**src/logic/ppc_pkg.sv**
```systemverilog
package ppc_pkg;

  // ==========================================================================
  // Register map and field layout.
  // ==========================================================================
  localparam logic [3:0]  ADDR_IO_CONTROL = 4'h0;
  localparam logic [3:0]  ADDR_UNLOCK     = 4'h1;
  localparam logic [3:0]  ADDR_STATUS     = 4'h2;
  localparam logic [3:0]  ADDR_HANDLING   = 4'h3;

  localparam int BIT_HIGH_OWN   = 15;
  localparam int BIT_LOW_OWN    = 14;
  localparam int BIT_HIGH_POL   = 13;
  localparam int BIT_LOW_POL    = 12;
  localparam int BIT_MODE_HI    = 11;
  localparam int BIT_MODE_LO    = 10;
  localparam int BIT_HIGH_OVR   = 9;
  localparam int BIT_LOW_OVR    = 8;
  localparam int BIT_OVR_DAT_H  = 7;
  localparam int BIT_OVR_DAT_L  = 6;
  localparam int BIT_FLT_DAT_H  = 5;
  localparam int BIT_FLT_DAT_L  = 4;
  localparam int BIT_CL_DAT_H   = 3;
  localparam int BIT_CL_DAT_L   = 2;

  localparam logic [15:0] IO_CONTROL_RESET = 16'hC000;
  localparam logic [15:0] IO_CONTROL_MASK  = 16'hFFFC;

  // Two-word key written to the unlock register, in this order.
  localparam logic [15:0] UNLOCK_KEY_A = 16'h0055;
  localparam logic [15:0] UNLOCK_KEY_B = 16'h00AA;

  // Handling register: bit 0 fault handling, bit 1 current-limit handling.
  localparam int BIT_FLT_HANDLING = 0;
  localparam int BIT_CL_HANDLING  = 1;

  typedef enum logic [1:0] {
    MODE_COMPLEMENTARY = 2'h0,
    MODE_REDUNDANT     = 2'h1,
    MODE_PUSH_PULL     = 2'h2,
    MODE_RESERVED      = 2'h3
  } ppc_mode_type;

  typedef enum logic [1:0] {
    UNL_LOCKED,
    UNL_KEY_SEEN,
    UNL_OPEN
  } ppc_unlock_type;

endpackage

```
**src/logic/ppc_unlock.sv**
```systemverilog
// ============================================================================
// Unlock sequencer: opens the control register for exactly one write.
// ============================================================================
module ppc_unlock (
  input  wire logic        clk_i,
  input  wire logic        rst_i,
  input  wire logic        key_wr_i,
  input  wire logic [15:0] key_data_i,
  input  wire logic        ctrl_wr_i,
  output logic             open_o
);

  typedef struct packed {
    ppc_pkg::ppc_unlock_type st;
  } ppc_ul_state_type;

  ppc_ul_state_type state;
  ppc_ul_state_type next_state;

  // Any wrong key, or any control write, drops back to locked.
  always_comb begin
    next_state = state;
    if (ctrl_wr_i) begin
      next_state.st = ppc_pkg::UNL_LOCKED;
    end else if (key_wr_i) begin
      case (state.st)
        ppc_pkg::UNL_LOCKED: begin
          next_state.st = (key_data_i == ppc_pkg::UNLOCK_KEY_A) ? ppc_pkg::UNL_KEY_SEEN : ppc_pkg::UNL_LOCKED;
        end
        ppc_pkg::UNL_KEY_SEEN: begin
          next_state.st = (key_data_i == ppc_pkg::UNLOCK_KEY_B) ? ppc_pkg::UNL_OPEN : ppc_pkg::UNL_LOCKED;
        end
        default: begin
          next_state.st = ppc_pkg::UNL_LOCKED;
        end
      endcase
    end
  end

  always_ff @(posedge clk_i or posedge rst_i) begin
    if (rst_i) begin
      state.st <= ppc_pkg::UNL_LOCKED;
    end else begin
      state <= next_state;
    end
  end

  assign open_o = (state.st == ppc_pkg::UNL_OPEN);

endmodule

```
**src/logic/ppc_sync.sv**
```systemverilog
// ============================================================================
// Two-flop synchroniser for a group of pin-level inputs.
// ============================================================================
module ppc_sync (
  input  wire logic       clk_i,
  input  wire logic       rst_i,
  input  wire logic [3:0] d_i,
  output logic      [3:0] q_o
);

  typedef struct packed {
    logic [3:0] s1;
    logic [3:0] s2;
  } ppc_sync_state_type;

  ppc_sync_state_type state;
  ppc_sync_state_type next_state;

  // The first stage feeds only the second stage.
  always_comb begin
    next_state.s1 = d_i;
    next_state.s2 = state.s1;
  end

  always_ff @(posedge clk_i or posedge rst_i) begin
    if (rst_i) begin
      state <= '0;
    end else begin
      state <= next_state;
    end
  end

  assign q_o = state.s2;

endmodule

```
**src/logic/ppc_pin_control.sv**
```systemverilog
module ppc_pin_control (
  input  wire logic        clk_i,
  input  wire logic        rst_i,
  input  wire logic [3:0]  addr_i,
  input  wire logic [15:0] wdata_i,
  input  wire logic        wr_i,
  input  wire logic        rd_i,
  output logic      [15:0] rdata_o,
  input  wire logic        lock_config_i,
  input  wire logic        timebase_enable_i,
  input  wire logic        gen_high_i,
  input  wire logic        gen_low_i,
  input  wire logic        push_pull_phase_i,
  input  wire logic        fault_i,
  input  wire logic        current_limit_i,
  input  wire logic        gpio_high_i,
  input  wire logic        gpio_low_i,
  output logic             high_output_pin_o,
  output logic             low_output_pin_o,
  output logic             write_refused_o
);

  // ==========================================================================
  // State.
  // ==========================================================================
  typedef struct packed {
    logic [15:0] ctrl;
    logic [1:0]  handling;
    logic [15:0] rdata;
    logic        refused;
    logic        high_pin;
    logic        low_pin;
    logic        mode_changed_running;
  } ppc_state_type;

  ppc_state_type state;
  ppc_state_type next_state;

  logic [3:0] pins_sync;
  logic       unlock_open;
  logic       wr_ctrl;
  logic       wr_key;
  logic       ctrl_accept;
  logic       fault_s;
  logic       climit_s;
  logic       gen_hi_s;
  logic       gen_lo_s;

  // ==========================================================================
  // Pin inputs and unlock.
  // ==========================================================================
  // Fault and limit come from comparators or pins, so they are synchronised.
  ppc_sync u_sync (
    .clk_i (clk_i),
    .rst_i (rst_i),
    .d_i   ({fault_i, current_limit_i, gpio_high_i, gpio_low_i}),
    .q_o   (pins_sync)
  );

  assign fault_s  = pins_sync[3];
  assign climit_s = pins_sync[2];
  assign gen_hi_s = gen_high_i;
  assign gen_lo_s = gen_low_i;

  // Decode of the register port.
  assign wr_ctrl = wr_i && (addr_i == ppc_pkg::ADDR_IO_CONTROL);
  assign wr_key  = wr_i && (addr_i == ppc_pkg::ADDR_UNLOCK);

  ppc_unlock u_unlock (
    .clk_i      (clk_i),
    .rst_i      (rst_i),
    .key_wr_i   (wr_key),
    .key_data_i (wdata_i),
    .ctrl_wr_i  (wr_ctrl),
    .open_o     (unlock_open)
  );

  // A locked device takes a control write only once the key pair has opened the sequencer.
  assign ctrl_accept = wr_ctrl && (!lock_config_i || unlock_open);

  // ==========================================================================
  // Helpers.
  // ==========================================================================
  // Fault first, then current limit, then override, then the generator.
  function automatic logic ppc_select(input logic flt_on, input logic flt_d,
                                      input logic cl_on, input logic cl_d,
                                      input logic ovr_on, input logic ovr_d,
                                      input logic gen);
    logic v;
    if (flt_on) begin
      v = flt_d;
    end else if (cl_on) begin
      v = cl_d;
    end else if (ovr_on) begin
      v = ovr_d;
    end else begin
      v = gen;
    end
    return v;
  endfunction

  // Active-low polarity inverts the chosen level on its way to the pin.
  function automatic logic ppc_polarity(input logic level, input logic pol);
    return level ^ pol;
  endfunction

  // ==========================================================================
  // Next-state logic.
  // ==========================================================================
  always_comb begin
    logic         flt_on;
    logic         cl_on;
    logic         gen_h;
    logic         gen_l;
    logic         sel_h;
    logic         sel_l;
    ppc_pkg::ppc_mode_type mode;
    flt_on = 1'b0;
    cl_on  = 1'b0;
    gen_h  = 1'b0;
    gen_l  = 1'b0;
    sel_h  = 1'b0;
    sel_l  = 1'b0;
    mode   = ppc_pkg::ppc_mode_type'(state.ctrl[ppc_pkg::BIT_MODE_HI:ppc_pkg::BIT_MODE_LO]);
    next_state = state;

    // Register writes; the two low bits are not held here and read zero.
    next_state.refused = wr_ctrl && !ctrl_accept;
    if (ctrl_accept) begin
      next_state.ctrl = wdata_i & ppc_pkg::IO_CONTROL_MASK;
      // A mode change while the timebase runs is flagged, not blocked.
      next_state.mode_changed_running = state.mode_changed_running | (timebase_enable_i &&
        (wdata_i[ppc_pkg::BIT_MODE_HI:ppc_pkg::BIT_MODE_LO] !=
         state.ctrl[ppc_pkg::BIT_MODE_HI:ppc_pkg::BIT_MODE_LO]));
    end
    if (wr_i && (addr_i == ppc_pkg::ADDR_HANDLING)) begin
      next_state.handling = wdata_i[1:0];
    end

    // Read data stands only in the cycle after the strobe.
    next_state.rdata = 16'h0000;
    if (rd_i) begin
      case (addr_i)
        ppc_pkg::ADDR_IO_CONTROL: next_state.rdata = state.ctrl;
        ppc_pkg::ADDR_HANDLING:   next_state.rdata = {14'h0000, state.handling};
        ppc_pkg::ADDR_STATUS:     next_state.rdata = {11'h000, state.mode_changed_running, unlock_open,
                                                      climit_s, fault_s, lock_config_i};
        default:                  next_state.rdata = 16'h0000;
      endcase
    end

    // Pin-pair mode shapes the generator pair before overrides apply.
    case (mode)
      ppc_pkg::MODE_COMPLEMENTARY: begin
        gen_h = gen_hi_s;
        gen_l = !gen_hi_s;
      end
      ppc_pkg::MODE_REDUNDANT: begin
        gen_h = gen_hi_s;
        gen_l = gen_hi_s;
      end
      ppc_pkg::MODE_PUSH_PULL: begin
        gen_h = gen_hi_s && push_pull_phase_i;
        gen_l = gen_hi_s && !push_pull_phase_i;
      end
      default: begin
        // Reserved code: each output follows its own generator line.
        gen_h = gen_hi_s;
        gen_l = gen_lo_s;
      end
    endcase

    flt_on = fault_s && state.handling[ppc_pkg::BIT_FLT_HANDLING];
    cl_on  = climit_s && state.handling[ppc_pkg::BIT_CL_HANDLING];

    sel_h = ppc_select(flt_on, state.ctrl[ppc_pkg::BIT_FLT_DAT_H],
                       cl_on, state.ctrl[ppc_pkg::BIT_CL_DAT_H],
                       state.ctrl[ppc_pkg::BIT_HIGH_OVR], state.ctrl[ppc_pkg::BIT_OVR_DAT_H],
                       gen_h);
    sel_l = ppc_select(flt_on, state.ctrl[ppc_pkg::BIT_FLT_DAT_L],
                       cl_on, state.ctrl[ppc_pkg::BIT_CL_DAT_L],
                       state.ctrl[ppc_pkg::BIT_LOW_OVR], state.ctrl[ppc_pkg::BIT_OVR_DAT_L],
                       gen_l);

    // Ownership: GPIO levels pass straight through when the port owns a pin.
    next_state.high_pin = state.ctrl[ppc_pkg::BIT_HIGH_OWN]
      ? ppc_polarity(sel_h, state.ctrl[ppc_pkg::BIT_HIGH_POL]) : pins_sync[1];
    next_state.low_pin = state.ctrl[ppc_pkg::BIT_LOW_OWN]
      ? ppc_polarity(sel_l, state.ctrl[ppc_pkg::BIT_LOW_POL]) : pins_sync[0];
  end

  // ==========================================================================
  // Registers.
  // ==========================================================================
  // Pins reset to low; with the reset control word the low pin then follows the inverted generator.
  always_ff @(posedge clk_i or posedge rst_i) begin
    if (rst_i) begin
      state.ctrl                 <= ppc_pkg::IO_CONTROL_RESET;
      state.handling             <= 2'h0;
      state.rdata                <= 16'h0000;
      state.refused              <= 1'b0;
      state.high_pin             <= 1'b0;
      state.low_pin              <= 1'b0;
      state.mode_changed_running <= 1'b0;
    end else begin
      state <= next_state;
    end
  end

  assign rdata_o           = state.rdata;
  assign high_output_pin_o = state.high_pin;
  assign low_output_pin_o  = state.low_pin;
  assign write_refused_o   = state.refused;
endmodule

```
**config.mk**
```make
export PLATFORM = sky130hd
export DESIGN_NAME = ppc_pin_control
export DESIGN_NICKNAME = d
export VERILOG_FILES = /design/src/logic/ppc_pkg.sv /design/src/logic/ppc_unlock.sv /design/src/logic/ppc_sync.sv /design/src/logic/ppc_pin_control.sv
export SDC_FILE = /design/constraint.sdc
export NUM_CORES = 1
export LEC_CHECK = 0
export BUFFER_PORTS_ARGS = -buffer_cell sky130_fd_sc_hd__buf_2
export CAP_MARGIN = 15
export CORE_MARGIN = 3
export CORE_UTILIZATION = 40
export DETAILED_ROUTE_END_ITERATION = 10
export HOLD_SLACK_MARGIN = 0.03
export PLACE_DENSITY = 0.67
export SLEW_MARGIN = 15
export SYNTH_ARGS = -nofsm -noshare
export SYNTH_HDL_FRONTEND = slang
export SYNTH_SLANG_ARGS = --single-unit
```
**constraint.sdc**
```tcl
create_clock -name clk_i -period 1.6 [get_ports clk_i]
set_clock_uncertainty 0.05 [all_clocks]
set_input_delay 0 -clock clk_i [delete_from_list [all_inputs] [get_ports clk_i]]
set_output_delay 0 -clock clk_i [all_outputs]
set_load 0.01 [all_outputs]
```
* Yosys cells after proc, flatten, opt, wreduce, memory -nomap -nowiden
Index checks and enable logic that the tools add are counted.
** Storage, ports and cells
- Flip-flop bits (word level) :: 46
- Bits of input ports :: 33
- Logic and storage cells :: 59
** Operators by class
- Equality and inequality tests :: 10
- Multiplexer cells :: 17
- Bitwise operators :: 3
- Reductions and logical operators :: 19
** Operator list (count)
- $pmux W16 S3 :: 1
- $eq A16 B7 Y1 const B :: 1
- $eq A16 B8 Y1 const B :: 1
- $mux W16 :: 1
- $logic_and A1 B1 Y1 :: 10
- $mux W1 :: 10
- $eq A4 B2 Y1 const B :: 2
- $mux W2 :: 3
- $eq A2 B1 Y1 const B :: 2
- $eq A2 B2 Y1 const B :: 2
- $eq A4 B1 Y1 const B :: 1
- $logic_not A1 Y1 :: 4
- $logic_not A2 Y1 :: 2
- $logic_not A4 Y1 :: 1
- $pmux W2 S2 :: 1
- $pmux W1 S3 :: 1
- $ne A2 B2 Y1 :: 1
- $reduce_bool A2 Y1 :: 1
- $xor A1 B1 Y1 :: 2
- $logic_or A1 B1 Y1 :: 1
- $or A1 B1 Y1 :: 1

* Depth between registers and ports, before layout
Gate-level depths: netlist (run 1).
- Word-level depth :: 8
- Gate-level depth with buffers :: 5
- Gate-level depth less buffers :: 4

* Modules after synthesis
A second synthesis (run 1) with hierarchy kept.
** Unflattened totals
- Cell total of the unflattened synthesis :: 165
- Area, all modules :: 2080.7 um^2
** Modules (own cells, without submodules)
- ppc_pin_control :: instances 1, cells each 138, area each 1716.6 um^2, seq. area each 903.4 um^2
- ppc_sync :: instances 1, cells each 9, area each 203.9 um^2, seq. area each 200.2 um^2
- ppc_unlock :: instances 1, cells each 18, area each 160.2 um^2, seq. area each 50.0 um^2

* Worst setup path before layout (run 1)
No wires, ideal clock.
- Path kind :: input -> register
- From :: input addr_i[1]
- To :: register state[24] (netlist name)
- Setup time :: 0.125 ns
- Arrival time :: 1.477 ns
- Required time :: 1.425 ns
- Path slack :: -0.051 ns
- Cell stages on the path :: 5
- Path buffers :: 2
- Cells stage by stage :: buf_6 or4b_4 nor3_4 buf_8 mux2_2
** Between the ends
- Cells in the longest elaborated chain, start to end :: 3
** Ends and longest elaborated chain
- from (decl) :: RTL line ppc_pin_control.sv:4 : input wire logic [3:0] addr_i,
- $logic_not A4 Y1 :: RTL line ppc_pin_control.sv:66 : assign wr_ctrl = wr_i && (addr_i == ppc_pkg::ADDR_IO_CONTROL);
- $logic_and A1 B1 Y1 :: RTL line ppc_pin_control.sv:66
- $logic_and A1 B1 Y1 :: RTL line ppc_pin_control.sv:79 : assign ctrl_accept = wr_ctrl && (!lock_config_i || unlock_open);
- to (signal assigned) :: RTL line ppc_pin_control.sv:206 : state <= next_state;
- to (decl) :: RTL line ppc_pin_control.sv:36 : ppc_state_type state;
Every way passes these cells.
A chain may end at the register's enable or synchronous reset.

==> results of run 1 <==
## final cells by class
class	instances	area [um2]
Timing Repair Buffer	92	658.1
Tap cell	67	83.83
Inverter	3	11.26
Clock inverter	1	30.03
Multi-Input combinational cell	95	733.2
Fill cell	424	2069
Clock buffer	7	76.32
Sequential cell	46	1155
## per-stage QoR
| step | total power [mW] | setup WS, ps |
|---|---|---|
| finish | 2.699 | 85.56 |
| global route | 2.832 | 12.41 |
| CTS | 2.696 | 20.71 |
| detailed placement | 1.830 | 8.851 |
| global placement | 1.817 | 24.89 |
| floorplan | 1.631 | -19.33 |
## layer usage
| metal | wire length [um] | up-vias |
|---|---|---|
| met5 | 0 | - |
| met4 | 43 | 0 |
| met3 | 223 | 5 |
| met2 | 2069 | 39 |
| met1 | 1871 | 698 |
| li1 | - | 716 |
## worst max-delay path: cells and delay by family, from the launching register on
kind / cells / cell delay, ps
flip-flops: 1 / 440
AND/OR/NAND/NOR: 3 / 620
AO/OA/AOI/OAI: 1 / 290
## layout by cell type (no fill, tap or decap), types with 2 or more instances in the layout
master and count:
and2_1 13, nor2_1 7, nor2b_1 4, nor3_1 3, buf_2 51, buf_12 2
dfrtp_1 43, nor3b_1 2, or4b_4 2, a21oi_1 3, mux2_2 16, buf_4 11
nand2_1 8, mux2i_1 4, xnor2_1 3, dfstp_2 2, clkbuf_1 2, dlygate4sd3_1 28
nand2b_1 2, clkbuf_8 5, o21ai_0 2, nand3b_1 2, inv_1 2, nand4b_1 3
## final timing paths
kind | slack (ps) | start | depth (start not counted) | to
max reg2reg | 90 | u_sync.q_o[3] | 4 | low_output_pin_o
min reg2reg | 300 | u_sync.next_state[0] | 0 | u_sync.q_o[0]
max | 90 | u_sync.q_o[3] | 4 | low_output_pin_o
min | 80 | addr_i[1] | 4 | rdata_o[2]
max in group asynchronous | 710 | rst_i | 4 | state[37]
min in group asynchronous | 210 | rst_i | 3 | rdata_o[15]
## cells by family (layout without fill, tap and decap cells)
group	after synthesis	count (layout)
compound gates	16	16
xor+xnor	3	3
buf+inv	23	103
flops	46	46
mux	20	20
simple gates	56	56
## power by group through the flow
| stage | logic, mW | clock network, mW | registers [mW] |
|---|---|---|---|
| 2_1_floorplan | 0.256 | 0 | 1.37 |
| 3_3_place_gp | 0.416 | 0 | 1.40 |
| 3_5_place_dp | 0.424 | 0 | 1.41 |
| 4_1_cts | 0.471 | 0.842 | 1.38 |
| 5_1_grt | 0.531 | 0.895 | 1.41 |
| 6_report | 0.482 | 0.827 | 1.39 |
## state kept, by name, summed over array words and instances, names as in the netlist
name               count
u_sync.next_state      4
high_output_pin_o      1
state                 17
u_sync.q_o             4
rdata_o               16
u_unlock.state         2
write_refused_o        1
low_output_pin_o       1
## repair_timing
action	in CTS	in global routing
setup endpoints to repair	0	16
gates resized for setup	0	7
endpoints found under the hold margin	47	3
hold buffers	25	3
==> results.cfg, run 1 <==
[synthesis]
synth_seq_cells = 46
async_flop_share_pct = 100.0
synthAdderAreaFrac_pct = 0
synth_top_area_cell = dfrtp_1
synth.area.mux_share_pct = 10.82
synth_top_family_by_area = simple AND/OR/NAND/NOR gates
yosysWarnings = 0
synth_xor_area_share_pct = 1.292
synthFlopType = dfrtp_1
synthTopCellsByArea = dfrtp_1 (54%), mux2_2 (8.9%), buf_4 (5.9%)
synth_compound_area_share_pct = 5.843
synth_top_cells_by_count = dfrtp_1 (44), buf_4 (16), mux2_2 (16)
postSynthAreaPerCell_um2 = 12.41
syn_nets = 197
synthSimpleGateAreaFrac_pct = 17.22
yosysSeqAreaShare_pct = 56.70
synthesis.area_um2 = 2034
synth-edff-count = 0
synth.distinct_cells = 41
synth_most_common_cell = dfrtp_1
synth_top_area_share_pct = 54.12
synth_cells = 164

[sta]
worstMarginPinSlew_ps = 654.2
finalMaxSlewViolations = 0
setup_violations = 0
final-hold-violation-count = 0
fin_tns_setup_ps = 0
fin_hold_ws_ps = 75.00
final.min_clock_period_ps = 1514
fmax_mhz = 660.3
slew_headroom_pct = 56.12
post-route-period-util_pct = 94.65
rsz0062_at_grt = no

[worst_hold_path]
worst_hold_path_type = in -> reg

[setup_path]
cpPeakStageDelay_ps = 440
critPathMaxFanout = 5
critical_path.startpoint_type = register
cp_cell_sequence = and2_1 -> a311oi_2 -> nor3_1 -> or3_1
end_kind = register
cp_slowest_cell = dfrtp_1
cp.arrival_ps = 1640
crit_required_ps = 1730
crit_type = reg -> reg

[cells_and_area]
final_cells = 311
fin_area_um2 = 2748
final_core_util_pct = 57.04
num_antenna_cells = 0
areaGrowthSynthToFinish_pct = 35.06
drive_gt1_share_pct = 40.16
nets = 276

[power_and_ir_drop]
pwr-share-clk_pct = 30.6
seqPwrFrac_pct = 51.5
p_int_mw = 2.042
power_switching_mw = 0.6569
pwr-share-comb_pct = 17.9
p_per_area_nw_per_um2 = 982.4
swShare_pct = 24.34
vdd.ir_drop.worst_mv = 0.6048
p_leak_nw = 1.325

[floorplanning]
start_util_pct = 42.23
dieArea_um2 = 5978
ios = 52
coreArea_um2 = 4817
die_h_um = 77.32
die_x_um = 77.32
rows = 25

[grt]
gr-usage-all-layers_pct = 14.85
grt_pass1_vias = 1437
grtUsageMet3_pct = 4.225
use_met2_pct = 23.92
met1_usage_pct = 19.45
grt_pass1_wl_um = 6879
gr-total-overflow = 0
grt_max_degree = 29
antenna_found_initial = 0
grt_busiest_layer = met2

[routing]
first_iter_violations = 57
routed_wl_um = 4208
ant_nets = 0
via_per_inst = 4.688
drc = 0
wl_per_cell_um = 13.53
first_pass_iters = 4
vias = 1458

[placed_design]
io_buffers = 51
dpl_cell_area_um2 = 2342
dpl.hpwl_um = 3073
dp.cells = 275
gp_congestion = 0.7953

[run]
maxCapViolations = 0

[clock_network]
cts_buffer_depth = 2
path_clk_slew_ps = 80
htreeDepth = 2
cts.sink_count = 46
cts_made_buffers = 5
insertion_delay_ps = 300
cts_tree = yes
post_cts_buffers = 0
root_buffer = clkbuf_8

[outcome]
status = complete, no violations
Power figures use the tool's default switching activity.
==> run 2, diff against run 1 <==
--- a/config.mk
+++ b/config.mk
@@ -5,10 +5,12 @@
 export SDC_FILE = /design/constraint.sdc
 export NUM_CORES = 1
 export LEC_CHECK = 0
+export ABC_AREA = 1
 export BUFFER_PORTS_ARGS = -buffer_cell sky130_fd_sc_hd__buf_2
 export CAP_MARGIN = 15
 export CORE_MARGIN = 3
 export CORE_UTILIZATION = 40
+export CTS_CLUSTER_SIZE = 20
 export DETAILED_ROUTE_END_ITERATION = 10
 export HOLD_SLACK_MARGIN = 0.03
 export PLACE_DENSITY = 0.67
==> results.cfg, run 2 <==
[clock_network]
cts_buffer_depth = 2
insertion_delay_ps = 290
cts_made_buffers = 5
path_clk_slew_ps = 80
root_buffer = clkbuf_8
cts.sink_count = 46
cts_tree = yes
htreeDepth = 2

[cells_and_area]
areaGrowthSynthToFinish_pct = 30.52
layout_commonest_cell = buf_2
nets = 334
largest_reg_flops = 17
drive_gt1_share_pct = 26.82
fillerInstances = 467
final_cells = 369
multi_input_area_um2 = 638.1
fin_area_um2 = 2713
largest-register = state
regArea_um2 = 1154
num_antenna_cells = 0
final_cell_mix = buf_2 (51), dfrtp_1 (44), nand2_1 (39), inv_1 (33), dlygate4sd3_1 (31)

[synthesis]
synthFlopType = dfrtp_1
yosysWarnings = 0
synthTopCellsByArea = dfrtp_1 (53%), nand2_1 (7.0%), inv_1 (6.1%)
synth_most_common_cell = dfrtp_1
synth_seq_cells = 46
async_flop_share_pct = 100.0
synth-edff-count = 0
synth_top_area_cell = dfrtp_1
syn_nets = 261
postSynthAreaPerCell_um2 = 9.115
synth_top_area_share_pct = 52.98
synth_cells = 228
synth_top_cells_by_count = dfrtp_1 (44), nand2_1 (39), inv_1 (34)
synth.distinct_cells = 28
synthesis.area_um2 = 2078
yosysSeqAreaShare_pct = 55.51

[routing]
first_iter_violations = 108
drc = 0
ant_nets = 0
wl_per_cell_um = 11.69
first_pass_iters = 4
via_per_inst = 4.545
vias = 1677
routed_wl_um = 4312

[sta]
final.setup.worst_slack_ps = 72.85
finalMaxSlewViolations = 0
worstMarginPinSlew_ps = 420.3
rsz0062_at_grt = no
fin_hold_ws_ps = 96.15
post-route-period-util_pct = 95.45
fmax_mhz = 654.8
final.min_clock_period_ps = 1527
setup_violations = 0
final-hold-violation-count = 0
fin_tns_setup_ps = 0
slew_headroom_pct = 71.94

[power_and_ir_drop]
power_switching_mw = 0.6836
p_leak_nw = 1.438
p_per_area_nw_per_um2 = 969.1
pwr-share-clk_pct = 31.8
seqPwrFrac_pct = 51.2
vdd.ir_drop.worst_mv = 0.3794
p_int_mw = 1.945
swShare_pct = 26.00
pwr-share-comb_pct = 17.0

[setup_path]
crit_path_frequent_cell = dlygate4sd3_1
critical_path.startpoint_type = primary input
end_kind = register
crit_required_ps = 1780
critPathMaxFanout = 9
r2r_cells = 3
cpPeakStageDelay_ps = 590
cp_cell_sequence = dlygate4sd3_1 -> buf_2 -> inv_2 -> nand3_1 -> a21oi_1 -> dlygate4sd3_1
crit_type = in -> reg
cp_slowest_cell = dlygate4sd3_1
cp.arrival_ps = 1710

[grt]
grt_pass1_wl_um = 7445
gr-usage-all-layers_pct = 15.50
antenna_found_initial = 0
grt_max_degree = 29
grt_pass1_vias = 1676
gr-total-overflow = 0

[placed_design]
gp_congestion = 0.8245
dpl.hpwl_um = 3068
io_buffers = 51
dp_slack_ps = 325.6
dp.cells = 330
dpl_cell_area_um2 = 2293

[outcome]
status = complete, no violations

[floorplanning]
coreArea_um2 = 4880
start_util_pct = 42.59
die_x_um = 78.08
rows = 25
dieArea_um2 = 6096
ios = 52
die_h_um = 78.08

[worst_hold_path]
holdPathStages = 5
worst_hold_path_type = in -> reg

[run]
maxCapViolations = 0
-- run 2: cells by family after synthesis --
| kind of cell | Yosys count | synth area share (%) |
|---|---|---|
| simple gates | 97 | 21.61 |
| buf+inv | 56 | 13.79 |
| flops | 46 | 55.51 |
| compound gates | 27 | 8.248 |
| xor+xnor | 2 | 0.8430 |
-- run 2: worst paths after layout --
check                                     start  slack [ps]               to
setup / recovery                      addr_i[0]          70       rdata_o[1]
hold / removal                        addr_i[2]         100       rdata_o[2]
setup reg to reg                      state[21]         250       rdata_o[1]
hold reg to reg            u_sync.next_state[0]         300    u_sync.q_o[0]
max in group asynchronous                 rst_i         750      rdata_o[13]
min in group asynchronous                 rst_i         190  write_refused_o
-- run 2: timing repair --
action                                 in CTS  in global routing
endpoints found under the hold margin      48                  0
setup endpoints to repair                   0                  0
buffers inserted                            0                  0
hold buffers                               31                  0
gates resized for setup                     0                  0
-- run 2: critical path: cells and delay by family --
kind | cells | cell delay [ps]
AND/OR/NAND/NOR | 1 | 100
AO/OA/AOI/OAI | 1 | 180
buffers and inverters | 4 | 1430
-- run 2: cell type report --
| class | instances | share of cell area (%) |
|---|---|---|
| inverters | 37 | 5.166 |
| well taps | 67 | 3.090 |
| multi-input cells | 126 | 23.52 |
| repair buffers | 85 | 21.68 |
| flip-flops and latches | 46 | 42.53 |
| clock buffers | 5 | 2.537 |
| clock inverters | 3 | 1.476 |
-- run 2: power groups by stage --
stage / registers [mW] / logic, mW / clock network [mW]
final: 1.34 / 0.447 / 0.837
after global routing: 1.36 / 0.520 / 0.913
after CTS: 1.34 / 0.452 / 0.857
after detailed placement: 1.37 / 0.385 / 0
after global placement: 1.36 / 0.379 / 0
after floorplan: 1.35 / 0.267 / 0
-- run 2: per-stage QoR --
step / power, mW / utilization (%)
after floorplan: 1.621 / -
after global placement: 1.744 / 47.00
after detailed placement: 1.752 / 47.00
after CTS: 2.653 / 55.59
after global routing: 2.791 / 55.59
final: 2.629 / 55.59
-- run 2: metal layers --
| metal | global-route usage [%] | wire length [um] |
|---|---|---|
| met5 | 0 | 0 |
| met3 | 4.014 | 205 |
| met1 | 19.52 | 1916 |
| met4 | 5.769 | 110 |
| met2 | 25.68 | 2080 |
==> run 3, diff against run 2 <==
--- a/config.mk
+++ b/config.mk
@@ -13,7 +13,7 @@
 export CTS_CLUSTER_SIZE = 20
 export DETAILED_ROUTE_END_ITERATION = 10
 export HOLD_SLACK_MARGIN = 0.03
-export PLACE_DENSITY = 0.67
+export PLACE_DENSITY = 0.65
 export SLEW_MARGIN = 15
 export SYNTH_ARGS = -nofsm -noshare
 export SYNTH_HDL_FRONTEND = slang
==> results.cfg, run 3 (synthesized netlist as in run 2, its figures left out) <==
[clock_network]
post_cts_buffers = 0
cts_made_buffers = 5
htreeDepth = 2
root_buffer = clkbuf_8
cts_tree = yes
cts_hold_buf = 31
cts_buffer_depth = 2
cts.sink_count = 46
path_clk_slew_ps = 70
ctsResizeCount = 0
insertion_delay_ps = 300

[floorplanning]
die_h_um = 78.08
dieArea_um2 = 6096
coreArea_um2 = 4880
start_util_pct = 42.59
rows = 25
ios = 52
die_x_um = 78.08

[sta]
finalMaxSlewViolations = 0
rsz0062_at_grt = no
fmax_mhz = 665.8
post-route-period-util_pct = 93.87
final.min_clock_period_ps = 1502
final.setup.worst_slack_ps = 98.12
slew_headroom_pct = 62.53
setup_violations = 0
fin_tns_setup_ps = 0
fin_hold_ws_ps = 91.21
worstMarginPinSlew_ps = 562.1
final-hold-violation-count = 0

[routing]
vias = 1640
first_iter_violations = 67
drc = 0
wl_per_cell_um = 11.65
routed_wl_um = 4286
first_pass_iters = 4
ant_nets = 0
via_per_inst = 4.457

[power_and_ir_drop]
pwr-share-clk_pct = 28.7
finalPower_mw = 2.505
p_int_mw = 1.827
p_per_area_nw_per_um2 = 931.9
pwr-share-comb_pct = 17.6
vdd.ir_drop.worst_mv = 0.3217
power_switching_mw = 0.6778
p_leak_nw = 1.422
swShare_pct = 27.06
seqPwrFrac_pct = 53.7

[setup_path]
r2r_cells = 3
cp_top_family = buffers and inverters
crit_type = in -> reg
crit_path_frequent_cell = dlygate4sd3_1
cp_slowest_cell = dlygate4sd3_1
crit_required_ps = 1780
cpPeakStageDelay_ps = 580
critical_path.startpoint_type = primary input
worstSetupPathDepth = 6
critPathBufInv = 4
cp.arrival_ps = 1680
critPathMaxFanout = 9
end_kind = register
cp_cell_sequence = dlygate4sd3_1 -> buf_2 -> inv_2 -> nand4_1 -> a21oi_1 -> dlygate4sd3_1

[grt]
gr-total-overflow = 0
gr-usage-all-layers_pct = 15.25
grt_pass1_wl_um = 7265
grt_pass1_vias = 1612
grt_max_degree = 47
antenna_found_initial = 0

[cells_and_area]
num_antenna_cells = 0
drive_gt1_share_pct = 25.91
layout_commonest_cell = buf_2
areaGrowthSynthToFinish_pct = 29.32
largest_reg_flops = 17
final_cell_mix = buf_2 (51), dfrtp_1 (44), nand2_1 (39), inv_1 (33), dlygate4sd3_1 (31)
fillerInstances = 452
nets = 333
largest-register = state

[placed_design]
dp_slack_ps = 298.0
dpl.hpwl_um = 2987
io_buffers = 51
gp_congestion = 0.7752

[worst_hold_path]
worst_hold_path_type = in -> reg
holdPathStages = 5

[outcome]
status = complete, no violations

[run]
maxCapViolations = 0
==> run 3: cell types whose count changed in the layout (fill, tap and decap cells not counted) <==
cell	delta
inv_2	-1
clkbuf_8	+1
clkinv_2	-1
clkbuf_1	+1
bufinv_16	-1
buf_4	-1
clkinv_1	+1
==> run 3: tightest hold or removal path, cell delays in order <==
cell and delay, ps:
buf_2 70, or2_4 110, nor2_2 70, nand3_1 70, a21oi_1 60
==> run 3: worst paths after layout <==
kind	startpoint	endpoint	slack, ps
max	addr_i[0]	rdata_o[2]	100
min	addr_i[2]	rdata_o[4]	90
max reg2reg	state[24]	rdata_o[2]	260
min reg2reg	u_sync.next_state[0]	u_sync.q_o[0]	300
max in group asynchronous	rst_i	state[36]	780
min in group asynchronous	rst_i	rdata_o[9]	330
==> run 3: per-stage QoR <==
| stage | util [%] | instances | area, um2 |
|---|---|---|---|
| 5_1_grt | 55.08 | 368 | 2688 |
| 3_3_place_gp | 46.85 | 329 | 2286 |
| 2_1_floorplan | - | 228 | 2078 |
| 6_report | 55.08 | 368 | 2688 |
| 4_1_cts | 55.08 | 368 | 2688 |
| 3_5_place_dp | 46.85 | 329 | 2286 |
==> run 3: final cells by class <==
type                            instances  area, um2  area share [%]
Tap cell                               67      83.83           3.119
Multi-Input combinational cell        126      638.1           23.74
Sequential cell                        46       1154           42.92
Timing Repair Buffer                   84      580.6           21.60
Clock buffer                            7      86.33           3.212
Clock inverter                          1      5.005          0.1862
Inverter                               37      140.1           5.214
==> run 3: power groups by stage <==
stage	registers (mW)	clock network, mW	logic [mW]
after floorplan	1.35	0	0.267
after global placement	1.36	0	0.380
after detailed placement	1.37	0	0.385
after CTS	1.35	0.735	0.446
after global routing	1.36	0.798	0.507
final	1.35	0.718	0.441
==> run 3: layer usage <==
| metal | global-route usage [%] | routed length (um) | vias up |
|---|---|---|---|
| met3 | 4.358 | 183 | 8 |
| met5 | 0 | 0 | - |
| met2 | 23.72 | 1991 | 43 |
| met4 | 7.168 | 85 | 0 |
| li1 | - | - | 846 |
| met1 | 19.67 | 2027 | 743 |
